===== config.mk =====
export PLATFORM = sky130hd
export DESIGN_NAME = hpw_port
export DESIGN_NICKNAME = d
export VERILOG_FILES = /design/src/logic/hpw_port.v
export VERILOG_INCLUDE_DIRS = /design/src /design/src/logic
export SDC_FILE = /design/constraint.sdc
export NUM_CORES = 1
export LEC_CHECK = 0
export BUFFER_PORTS_ARGS = -buffer_cell sky130_fd_sc_hd__clkbuf_2
export CAP_MARGIN = 20
export CORE_MARGIN = 5
export CORE_UTILIZATION = 30
export CTS_BUF_LIST = sky130_fd_sc_hd__clkbuf_4 sky130_fd_sc_hd__clkbuf_8
export DETAILED_ROUTE_END_ITERATION = 7
export PLACE_DENSITY_LB_ADDON = 0.25
export SLEW_MARGIN = 0
export SYNTH_ARGS = -nofsm -noshare
export SYNTH_HDL_FRONTEND = slang
export SYNTH_SLANG_ARGS = --single-unit
export TNS_END_PERCENT = 10

===== constraint.sdc =====
create_clock -name core_clk -period 4.5 [get_ports core_clk]
set_input_delay 0.9 -clock core_clk [delete_from_list [all_inputs] [get_ports core_clk]]
set_output_delay 0.9 -clock core_clk [all_outputs]
set_load 0.02 [all_outputs]

===== src/logic/hpw_port_regs.vh =====
// Purpose: Constants for the host write port.
// Assumes: Core clock of 200 MHz; host strobes are asynchronous to it.
// Notes:   Definitions only.
`ifndef HPW_PORT_REGS_VH
`define HPW_PORT_REGS_VH

// ----------------------------------------------------------------------------
// Clock and host timing
// ----------------------------------------------------------------------------
`define HPW_CLK_PERIOD_PS    5000
`define HPW_T_CYCLE_NS       45
`define HPW_T_ACTIVE_NS      32
`define HPW_T_IDLE_NS        13
`define HPW_T_DSU_NS         7
// Least cycle counts, rounded up.
`define HPW_CYC(ns)          (((ns) * 1000 + `HPW_CLK_PERIOD_PS - 1) / `HPW_CLK_PERIOD_PS)

// ----------------------------------------------------------------------------
// Bus layout
// ----------------------------------------------------------------------------
`define HPW_DATA_W           32
`define HPW_ADDR_W           7
`define HPW_HALF_W           16
`define HPW_LOW_ADDR_MSB     1
`define HPW_UPPER_ADDR_LSB   2
// Word address (in 16-bit units, A[7:1]) of the transmit data port.
`define HPW_TXFIFO_ADDR      7'h10
`define HPW_TXFIFO_ADDR_MSK  7'h7c
// Receive FIFO word address used by decoded (non-direct) reads.
`define HPW_RXFIFO_ADDR      7'h00

// ----------------------------------------------------------------------------
// Sequencer states
// ----------------------------------------------------------------------------
`define HPW_ST_IDLE          2'h0
`define HPW_ST_WRITE         2'h1
`define HPW_ST_READ          2'h2

`endif


===== src/logic/hpw_port.v =====
// Purpose: Host programmed-write port with transmit FIFO direct mode and
//          receive FIFO direct burst read framing.
// Assumes: Host strobes, address and data are asynchronous pins and are
//          synchronised by two flip-flops before use.
// Notes:   Writes are captured at the end of the cycle, on strobe or select release.
//          The word is taken from the last sample in which the cycle was
//          still on, so the host may drop its data as the strobe rises.
`timescale 1ns/1ps
`include "hpw_port_regs.vh"

// Overview of operation
// RULE1: Write cycle begins when select and strobe low.
// RULE2: Host keeps released strobe high 13 ns.
// RULE3: Host keeps 45 ns cycle, 32 ns active.
// RULE4: Data is captured when cycle ends.
// RULE5: Upper data half ignored on 16-bit writes.
// RULE6: Direct select routes writes to transmit FIFO.
// RULE7: Direct mode keeps low address, ignores upper.
// RULE8: Direct select sampled like address bits.
// RULE9: Direct burst read framed by select and read.
// RULE10: Burst reads unlimited; released strobes stay high.
// RULE11: Each completed FIFO write pushes one word.
module hpw_port (
    // Clock, reset and enable.
    input  wire                     core_clk,
    input  wire                     srst,
    input  wire                     clkEn,
    // Host pins.
    input  wire                     bus_select_n,
    input  wire                     write_strobe_n,
    input  wire                     read_strobe_n,
    input  wire                     fifoDirectSel,
    input  wire [`HPW_ADDR_W-1:0]   hostAddr,
    input  wire [`HPW_DATA_W-1:0]   hostData,
    // Bus width strap: high for a 32-bit host bus.
    input  wire                     busWide,
    // Transmit FIFO write side.
    output reg                      txPush,
    output reg  [`HPW_DATA_W-1:0]   txData,
    // Register write side for every other address.
    output reg                      regWrite,
    output reg  [`HPW_ADDR_W-1:0]   regAddr,
    output reg  [`HPW_DATA_W-1:0]   regData,
    // Receive FIFO direct read framing.
    output reg                      rxPop,
    output reg  [`HPW_LOW_ADDR_MSB:0] rxLowAddr,
    output reg                      readActive
);

    // ------------------------------------------------------------------------
    // Synchronisers
    // ------------------------------------------------------------------------
    reg [2:0]                 ctlMeta_reg;
    reg [2:0]                 ctlSync_reg;
    reg                       selMeta_reg;
    reg                       selSync_reg;
    reg                       wideMeta_reg;
    reg                       wideSync_reg;
    reg [`HPW_ADDR_W-1:0]     addrMeta_reg;
    reg [`HPW_ADDR_W-1:0]     addrSync_reg;
    reg [`HPW_DATA_W-1:0]     dataMeta_reg;
    reg [`HPW_DATA_W-1:0]     dataSync_reg;
    // Data one sample older, lined up with the last low strobe sample.
    reg [`HPW_DATA_W-1:0]     dataLast_reg;

    // ------------------------------------------------------------------------
    // Sequencer state
    // ------------------------------------------------------------------------
    reg [1:0]                 state_reg;
    reg [1:0]                 state_next;
    reg                       cycSel_reg;
    reg [`HPW_ADDR_W-1:0]     cycAddr_reg;
    reg                       cycWide_reg;
    reg                       cycSel_next;
    reg [`HPW_ADDR_W-1:0]     cycAddr_next;
    reg                       cycWide_next;

    wire writeOn = ~ctlSync_reg[0] & ~ctlSync_reg[1];  // see RULE1
    wire readOn  = ~ctlSync_reg[0] & ~ctlSync_reg[2];  // see RULE9

    // ------------------------------------------------------------------------
    // Decode helpers
    // ------------------------------------------------------------------------

    // Returns true when a cycle reaches the transmit data FIFO.
    function isTxTarget;
        input                   sel;
        input [`HPW_ADDR_W-1:0] addr;
        begin
            // Direct mode skips decode of the upper address.
            // Only the low address pair may matter there.  // see RULE7
            isTxTarget = sel |
                ((addr & `HPW_TXFIFO_ADDR_MSK) == `HPW_TXFIFO_ADDR);  // see RULE6
        end
    endfunction

    // Drops the upper data half on a narrow bus.
    function [`HPW_DATA_W-1:0] laneMask;
        input                   wide;
        input [`HPW_DATA_W-1:0] d;
        begin
            laneMask = wide ? d : {{`HPW_HALF_W{1'b0}}, d[`HPW_HALF_W-1:0]};  // see RULE5
        end
    endfunction

    // ------------------------------------------------------------------------
    // Pin sampling
    // ------------------------------------------------------------------------

    // Two flip-flops on every pin; only the second stage is read, except for data.
    // A third data stage keeps the word valid although no data hold is owed.
    always @(posedge core_clk) begin
        if (srst) begin
            ctlMeta_reg  <= 3'h7;
            ctlSync_reg  <= 3'h7;
            selMeta_reg  <= 1'b0;
            selSync_reg  <= 1'b0;
            wideMeta_reg <= 1'b1;
            wideSync_reg <= 1'b1;
            addrMeta_reg <= {`HPW_ADDR_W{1'b0}};
            addrSync_reg <= {`HPW_ADDR_W{1'b0}};
            dataMeta_reg <= {`HPW_DATA_W{1'b0}};
            dataSync_reg <= {`HPW_DATA_W{1'b0}};
            dataLast_reg <= {`HPW_DATA_W{1'b0}};
        end else if (clkEn) begin
            ctlMeta_reg  <= {read_strobe_n, write_strobe_n, bus_select_n};
            ctlSync_reg  <= ctlMeta_reg;
            selMeta_reg  <= fifoDirectSel;
            selSync_reg  <= selMeta_reg;
            wideMeta_reg <= busWide;
            wideSync_reg <= wideMeta_reg;
            addrMeta_reg <= hostAddr;
            addrSync_reg <= addrMeta_reg;
            dataMeta_reg <= hostData;
            dataSync_reg <= dataMeta_reg;
            dataLast_reg <= dataSync_reg;
        end
    end

    // ------------------------------------------------------------------------
    // Cycle sequencer
    // ------------------------------------------------------------------------

    // Next state: a cycle starts on joint assertion and ends on any release.
    always @* begin
        state_next   = state_reg;
        cycSel_next  = cycSel_reg;
        cycAddr_next = cycAddr_reg;
        cycWide_next = cycWide_reg;
        case (state_reg)
            `HPW_ST_IDLE: begin
                // Direct select and address are taken together at cycle start.
                cycSel_next  = selSync_reg;  // see RULE8
                cycAddr_next = addrSync_reg;
                cycWide_next = wideSync_reg;
                // A write wins when both strobes are low together.
                if (writeOn) begin
                    state_next = `HPW_ST_WRITE;  // see RULE1
                end else if (readOn) begin
                    state_next = `HPW_ST_READ;  // see RULE9
                end
            end
            `HPW_ST_WRITE: begin
                if (!writeOn) begin
                    state_next = `HPW_ST_IDLE;  // see RULE1
                end
            end
            `HPW_ST_READ: begin
                // Each released strobe closes one read of an unlimited burst.
                if (!readOn) begin
                    state_next = `HPW_ST_IDLE;  // see RULE10
                end
            end
            default: begin
                state_next = `HPW_ST_IDLE;
            end
        endcase
    end

    // ------------------------------------------------------------------------
    // Outputs
    // ------------------------------------------------------------------------

    // State, capture and output registers.
    always @(posedge core_clk) begin
        if (srst) begin
            state_reg   <= `HPW_ST_IDLE;
            cycSel_reg  <= 1'b0;
            cycAddr_reg <= {`HPW_ADDR_W{1'b0}};
            cycWide_reg <= 1'b1;
            txPush      <= 1'b0;
            txData      <= {`HPW_DATA_W{1'b0}};
            regWrite    <= 1'b0;
            regAddr     <= {`HPW_ADDR_W{1'b0}};
            regData     <= {`HPW_DATA_W{1'b0}};
            rxPop       <= 1'b0;
            rxLowAddr   <= 2'h0;
            readActive  <= 1'b0;
        end else if (clkEn) begin
            state_reg   <= state_next;
            cycSel_reg  <= cycSel_next;
            cycAddr_reg <= cycAddr_next;
            cycWide_reg <= cycWide_next;
            txPush      <= 1'b0;
            regWrite    <= 1'b0;
            rxPop       <= 1'b0;
            readActive  <= (state_next == `HPW_ST_READ);
            // Write end: the word from the last sample before the release.
            if (state_reg == `HPW_ST_WRITE && !writeOn) begin
                if (isTxTarget(cycSel_reg, cycAddr_reg)) begin
                    txPush <= 1'b1;  // see RULE11
                    txData <= laneMask(cycWide_reg, dataLast_reg);  // see RULE4
                end else begin
                    regWrite <= 1'b1;
                    regAddr  <= cycAddr_reg;
                    regData  <= laneMask(cycWide_reg, dataLast_reg);  // see RULE4
                end
            end
            // Read end: one word leaves the receive FIFO in direct mode or at the decoded receive FIFO address.
            if (state_reg == `HPW_ST_READ && !readOn &&
                (cycSel_reg || cycAddr_reg == `HPW_RXFIFO_ADDR)) begin
                rxPop     <= 1'b1;  // see RULE9
                rxLowAddr <= cycAddr_reg[`HPW_LOW_ADDR_MSB:0];  // see RULE7
            end
        end
    end

endmodule // hpw_port


# [Yosys cells after proc, flatten, opt, wreduce, memory -nomap -nowiden]
# Index checks and enable logic that the tools add are counted.
[word_totals] register_bits=208 input_bits=47 out_inout_bits=77 elab_cells=57
[op_classes] n_eq_ne=4 mux=11 bitwise=7 n_reduce_logical=12
[ops] operator="$mux W32" n=1
[ops] operator="$mux W2" n=4
[ops] operator="$logic_not A7 Y1" n=1
[ops] operator="$pmux W2 S3" n=1
[ops] operator="$reduce_and A3 Y1" n=2
[ops] operator="$eq A5 B3 Y1 const B" n=1
[ops] operator="$mux W1" n=5
[ops] operator="$eq A2 B2 Y1 const B" n=2
[ops] operator="$not A1 Y1" n=4
[ops] operator="$reduce_and A2 Y1" n=2
[ops] operator="$logic_and A1 B1 Y1" n=3
[ops] operator="$and A1 B1 Y1" n=2
[ops] operator="$eq A2 B1 Y1 const B" n=1
[ops] operator="$logic_not A1 Y1" n=2
[ops] operator="$logic_not A2 Y1" n=1
[ops] operator="$logic_or A1 B1 Y1" n=1
[ops] operator="$or A1 B1 Y1" n=1

# [Logic depth before layout (Yosys ltp)]
# Gate-level depths: netlist of run 1.
[logic_depth] word_depth=6 mapped_depth=7 ltp_nobuf=4

# [Worst setup path before layout of run 1]
# OpenSTA, ideal clock, no wires.
[synth_path] kind="input to register" from="in clkEn" to="reg regData[18]" setup_time_ps=126 arrival_ps=2075 path_slack_ps=2299 cell_stages=7 path_cell_list="buf_2 > nand2b_1 > a2111o_1 > buf_2 > buf_1 > nand3b_1 > o21ai_0"
[synth_via] elab_chain_cells=1
[synth_lines] element="start, declared" line="hpw_port.v:27" rtl="input wire clkEn,"
[synth_lines] element="$reduce_and A3 Y1 (no line)"
[synth_lines] element="end signal, assigned" line="hpw_port.v:195" rtl="regData <= {`HPW_DATA_W{1'b0}};"
[synth_lines] element="end signal, assigned" line="hpw_port.v:216" rtl="regData <= laneMask(cycWide_reg, dataLast_reg);"
[synth_lines] element="end, declared" line="hpw_port.v:43" rtl="output reg [`HPW_DATA_W-1:0] regData,"
# Every way passes these cells.
# A chain may end at the register's enable or synchronous reset.

# [Worst setup path after layout of run 1]
[layout_path] from="in clkEn" to="reg regData[30]"
# Same word-level chain as after synthesis.

==> results of run 1 <==
cell usage in the layout (no fill, tap or decap):
cell type	count
a21oi_1	36
buf_6	2
nand2b_1	55
or3_1	1
clkbuf_2	121
nand2_1	54
nand3b_1	33
nor2_1	117
nor3_1	3
nor2b_1	11
clkbuf_8	47
clkbuf_4	13
o21ai_0	25
nor4_1	2
o32ai_1	2
bufinv_16	1
buf_12	1
o211ai_1	1
clkinvlp_4	1
a211o_1	9
a2111oi_4	1
dfxtp_1	208
buf_4	6
mux2i_1	145
o21ba_2	1
nor4_4	1
a2111o_2	1
clkinv_2	2
nor3_2	1
worst reg2reg max path: cells and delay by family, from the launching register on:
family,cells,cell delay [ps]
muxes,1,290
and+or+nand+nor,1,930
AOI/OAI and AO/OA,1,710
DFF,1,330
final cells by class:
cell class	instances	area [um^2]	share of cell area, %
Tap cell	330	412.9	4.421
Clock buffer	60	744.5	7.971
Multi-Input combinational cell	499	3278	35.10
Sequential cell	208	4164	44.58
Timing Repair Buffer	130	693.2	7.421
Clock inverter	4	47.55	0.5090
worst paths after layout:
| check | start | slack (ps) | depth (start not counted) | end |
|---|---|---|---|---|
| worst max register to register | ctlSync_reg[0]$_SDFFE_PP1P_ | 2150 | 3 | txData[23]$_SDFFE_PP0P_ |
| worst max-delay path | clkEn | 2010 | 5 | regData[30]$_SDFFE_PP0P_ |
| worst min-delay path | addrSync_reg[3]$_SDFFE_PP0P_ | 450 | 2 | cycAddr_reg[3]$_SDFFE_PP0P_ |
| worst min register to register | addrSync_reg[3]$_SDFFE_PP0P_ | 450 | 2 | cycAddr_reg[3]$_SDFFE_PP0P_ |
power groups by stage:
stage	combinational [uW]	clock [uW]	sequential [uW]
after floorplan	146	0	1950
after CTS	192	1910	1920
after global routing	211	1990	1920
after global placement	189	0	1960
final	187	1830	1920
after detailed placement	192	0	1960
metal layers:
layer | part of all wire [%] | routed length, um
met4 | 2.3 | 386
met3 | 5.5 | 943
met5 | 0 | 0
met2 | 45 | 7582
met1 | 48 | 8103
cell families after synthesis:
kind of cell    count (synthesis)  synth area share, %
compound gates                 76                5.798
buf+inv                        59                3.371
flops                         208                54.20
mux                           145                18.89
simple gates                  278                17.74
through the flow:
step           worst slack (ps)  instance area [um^2]
5_1_grt                    1833                  9340
3_5_place_dp               1414                  8548
2_1_floorplan              2299                  7682
4_1_cts                    1968                  9340
6_report                   2011                  9340
3_3_place_gp               1529                  8548
==> summary.md, run 1 <==
| Metric | Value |
|---|---|
| First-pass GRT wire length | between 20 and 30 mm |
| Run status | finished clean |
| CTS Sinks | between 200 and 250 |
| Logic pwr share | 4.7% |
| Port buffer count | roughly 120 |
| Vias per Instance | 4.406 |
| Initial antenna violation count | 0 |
| IO Pins | between 100 and 150 |
| Routed len/inst | roughly 14 um |
| EDFF count, synth | 0 |
| Iteration-0 DRC count of the detailed router | roughly 250 |
| Unrepaired setup endpoints after global routing | no |
| Worst VDD drop | 0.1883 mV |
| PnR Total Power | roughly 3900 uW |
| Synthesized Nets | slightly above 800 |
| Root buf cell | clkbuf_8 |
| Filler instances | roughly 2600 |
| Reg clk slew, reported paths | 50 ps |
| Share of layout cells above drive strength 1 | about 22% |
| Setup violations, final | 0 |
| Top-area cell type share of the netlist area | 54.20% |
| Met1 Track Usage GR | 15.38% |
| Met2 usage | between 15 and 20% |
| Gpl congestion | 0.7354 |
| Largest net degree at the start of global routing | 104 |
| Fmax achieved | about 400 MHz |
| TritonCTS clock tree | yes |
| Share of synthesized registers carrying an async set or reset | 0% |
| # hold bufs at CTS | 0 |
| Flop pwr share | roughly half |
| Slew @ Worst Pin | ~1100 ps |
| Iteration count of the initial detailed-routing pass | 4 |
| Drt total wl | ~17 mm |
| Clock share of power | around 47% |
| WS Path Type | in2reg |
| Tot GR Track Use | 11.45% |
| Finished Core Util | 37.09% |
| Sequential fraction of the synthesis area | between 50 and 60% |
| Final min period | roughly 2500 ps |
| Max Cap Viol | 0 |
| Ant diodes | 0 |
| Total gr overflow | 0 |
| Top delay family on crit path | compound AO/OA/AOI/OAI gates |
| Distinct cell type count after synthesis | 24 |
| GR Layer Usage met3 | 2.950% |
| Period utilization | around 55% |
| CP startpoint kind | input port |
| Slew Limit Fails | 0 |
| Most common cell in the synthesized netlist | dfxtp_1 |
| Setup TNS | 0 ps |
| DRC viols | 0 |
| Dpl cells | 1167 |
| CP required | a little under 5000 ps |
| Worst-Skew Late Latency | 500 ps |
| Synth Instances | ~770 |
| WP buf/inv | 1 |
| Worst Skew | roughly 14 ps |
| Area grow syn2layout | 21.58% |
| Switching Power | ~860 uW |
| Slowest stage delay, CP | ~940 ps |
| Worst Hold Class | reg2reg |
| Setup repair bufs after CTS | 0 |
| Pleak | ~0.004 uW |
| Nets | about 900 |
| Via count | roughly 5400 |
| Net Sw Frac | a little over a fifth |
| CP Max Fanout | 55 |
| Site row count | 58 |
| Slew headroom | about 28% |
| Starting density of the core | 30.51% |
| Avg Cell Area, Syn | between 10 and 15 um^2 |
| Final hold slack | around 450 ps |
| CTS Buf Count | 38 |
| Commonest cells post-synth | dfxtp_1 (208), mux2i_1 (145), nor2_1 (117) |
| Non-Filler Instances | between 1000 and 1500 |
| WP data arrival | approximately 2800 ps |
| Post-CTS sizing | 0 |
| Vias in the first global route | approximately 5200 |
| H-tree Lvls | 2 |
| Die X | around 170 um |
| Cell taking the most area after synthesis | dfxtp_1 |
| ANT nets after route | 0 |
| GR peak layer | met2 |
| Synth Cell Area | between 7000 and 8000 um^2 |
| Crit-path cells | buf_6 -> nand2b_1 -> a2111o_2 -> nand3b_1 -> o21ai_0 |
| CP max stage cell | a2111o_2 |
| Synth Register Bits | 208 |
| Power Density | 421.3 nW/um^2 |
| Synth top area cells | dfxtp_1 (54%), mux2i_1 (19%), nor2_1 (5.7%), nand2b_1 (4.5%), nand3b_1 (3.2%) |
| Final hold vios | 0 |
| Clk buf depth | 3 |
| Most used DFF post-synth | dfxtp_1 |
| Die height | between 150 and 200 um |
| Yosys warning count | 0 |
| Internal power | between 3000 and 4000 uW |
| Crit end category | flop |
| Die area | between 20000 and 30000 um^2 |
| CORE AREA | 25180 um^2 |
| Final HPWL DP | 10.72 mm |
(Power assumes the default switching activity.)
==> run 2, diff against run 1 <==
==> constraint.sdc (replaced) <==
create_clock -name core_clk -period 2.55 [get_ports core_clk]
set_input_delay 0.51 -clock core_clk [delete_from_list [all_inputs] [get_ports core_clk]]
set_output_delay 0.51 -clock core_clk [all_outputs]
set_load 0.02 [all_outputs]
==> run 2 against run 1 <==
Non-clock buffer count is 10 higher. Worst setup slack got worse by 1500 ps. Via count increased by 0.59%. Critical path depth fell by 1. Combinational power grew 85%. Register-to-register slack worse by 1600 ps. Power up 80%.
==> summary.md, run 2 (same netlist as run 1, synthesis figures left out) <==
| Metric | Value |
|---|---|
| TritonCTS clock tree | yes |
| Most common cell after layout, fill and taps aside | dfxtp_1 |
| ANT nets after route | 0 (unchanged) |
| Site row count | 58 (unchanged) |
| Nets | 935 (+1.2%) |
| Area post-placement | 8661 um^2 (+1.3%) |
| Unrepaired setup endpoints after global routing | no |
| Net Sw Frac | 21.73% (-0.085 points) |
| Routed len/inst | 13.64 um (-1.3%) |
| Worst Hold Class | in2reg |
| Largest net degree at the start of global routing | 78 (-25%) |
| Clk buf depth | 3 (unchanged) |
| Total gr overflow | 0 (unchanged) |
| CTS Sinks | 208 (unchanged) |
| Post-CTS sizing | 0 (unchanged) |
| Gpl congestion | 0.6998 (-4.8%) |
| Period utilization | about four fifths |
| Internal power | 5538 uW (+80%) |
| Setup slack, reg-to-reg | 550 ps (-1600 ps) |
| Run status | finished clean |
| Max Cap Viol | 0 (unchanged) |
| Root buf cell | clkbuf_8 |
| Area grow syn2layout | 23.60% |
| Final hold vios | 0 (unchanged) |
| Pleak | 0.004075 uW (+2.2%) |
| Crit path from | ctlSync_reg[0]$_SDFFE_PP1P_ |
| WS Path Type | reg2reg |
| Share of layout cells above drive strength 1 | 23.19% (+1.1 points) |
| Setup violations, final | 0 (unchanged) |
| Flop pwr share | 47.8% (-0.9 points) |
| Worst Setup EP | txData[18]$_SDFFE_PP0P_ |
| Final min period | approximately 2000 ps |
| Switching Power | 1538 uW (+79%) |
| Slew @ Worst Pin | 1026 ps (-55.98 ps) |
| WP data arrival | 2430 ps (-390 ps) |
| Clock share of power | 47.3% (+0.8 points) |
| Worst-Skew Late Latency | 500 ps (about the same) |
| Vias per Instance | 4.386 (-0.46%) |
| Setup repair bufs after CTS | 0 (unchanged) |
| Final HPWL DP | 10.69 mm (-0.28%) |
| Iteration count of the initial detailed-routing pass | 4 (unchanged) |
| Die area | 28910 um^2 (unchanged) |
| Final Instance Area | 9495 um^2 (+1.7%) |
| Via count | 5456 (+0.59%) |
| Initial antenna violation count | 0 (unchanged) |
| Power Density | 745.2 nW/um^2 (+77%) |
| Die X | 170.0 um (unchanged) |
| Most frequent cells in the layout | dfxtp_1 (208), mux2i_1 (145), clkbuf_2 (121) |
| Reg-to-Reg Start | ctlSync_reg[0]$_SDFFE_PP1P_ |
| Starting density of the core | 30.51% (unchanged) |
| Ant diodes | 0 (unchanged) |
| CTS Buf Count | 39 (+2.6%) |
| Vias in the first global route | 5340 (+2.4%) |
| FF-to-FF path depth | 4 (+1) |
| DRC viols | 0 (unchanged) |
| Worst Skew | 15.72 ps (+1.983 ps) |
| First-pass GRT wire length | 27.57 mm (+0.96%) |
| # hold bufs at CTS | 0 (unchanged) |
| Tot GR Track Use | 11.54% (+0.088 points) |
| Setup TNS | 0 ps (unchanged) |
| Fmax achieved | 501.0 MHz |
| CP required | 2980 ps (-1850 ps) |
| Iteration-0 DRC count of the detailed router | 222 (-10%) |
| Port buffer count | 123 (unchanged) |
| Worst VDD drop | 0.3576 mV (+90%) |
| CP startpoint kind | flop |
| CORE AREA | 25180 um^2 (unchanged) |
| Logic pwr share | 4.9% (+0.2 points) |
| H-tree Lvls | 2 (unchanged) |
| Slew headroom | 30.85% (+3.0 points) |
| Die height | 170.0 um (unchanged) |
| Finished Core Util | 37.71% (+0.62 points) |
| Reg clk slew, reported paths | 60 ps (about the same) |
| Drt total wl | 16.97 mm (-0.28%) |
| CP Max Fanout | 16 (-71%) |
| End of the worst register-to-register path | txData[18]$_SDFFE_PP0P_ |
| Crit end category | flop |
| IO Pins | 124 (unchanged) |
| Slew Limit Fails | 0 (unchanged) |
-- run 2: cell types whose count changed in the layout (fill, tap and decap cells not counted), sizes merged --
cell	previous run	this run
clkinvlp	1	0
clkbuf	181	183
buf	9	19
clkinv	2	4
-- run 2: final cells by class --
type,instances,area (um^2)
Sequential cell,208,4164
Clock buffer,62,784.5
Clock inverter,5,50.05
Timing Repair Buffer,140,805.8
Tap cell,330,412.9
Multi-Input combinational cell,499,3278
Fill cell,2570,15690
-- run 2: worst min-delay path by stage --
stage / slack, ps / end / startpoint / cells past startpoint
2_1_floorplan: 430 / cycWide_reg$_SDFFE_PP1P_ / wideSync_reg$_SDFFE_PP1P_ / 1
3_3_place_gp: 450 / regAddr[5]$_SDFFE_PP0P_ / regAddr[5]$_SDFFE_PP0P_ / 2
3_5_place_dp: 440 / cycWide_reg$_SDFFE_PP1P_ / wideSync_reg$_SDFFE_PP1P_ / 1
4_1_cts: 180 / ctlMeta_reg[2]$_SDFFE_PP1P_ / read_strobe_n / 2
5_1_grt: 190 / ctlMeta_reg[2]$_SDFFE_PP1P_ / read_strobe_n / 2
6_report: 220 / ctlMeta_reg[2]$_SDFFE_PP1P_ / read_strobe_n / 2
-- run 2: metal layers --
layer	up-vias	part of all wire, %	global-route usage (%)
met3	30	5.9	3.066
li1	2816	-	-
met5	-	0	0
met4	0	2.1	4.479
met2	129	43	17.52
met1	2481	49	15.71
-- run 2: worst max-delay path, stage by stage, from the launching register on --
cell	delay, ps
dfxtp_1	320
o21ai_0	810
or3_1	240
buf_4	310
mux2i_1	220
-- run 2: stage by stage --
step | hold slack, ps | power [uW] | setup WS (ps) | instances
CTS | 177.0 | 7236 | 554.7 | 1244
global route | 188.1 | 7437 | 458.0 | 1244
finish | 218.1 | 7076 | 554.0 | 1244
detailed placement | 442.6 | 3805 | 487.8 | 1177
floorplan | 427.3 | 3691 | 738.9 | 766
global placement | 446.4 | 3801 | 544.4 | 1177
-- run 2: power groups by stage --
stage	combinational, uW	clock (uW)	sequential, uW
finish	346	3350	3380
global route	383	3660	3390
CTS	352	3500	3380
detailed placement	352	0	3450
global placement	348	0	3450
floorplan	258	0	3430
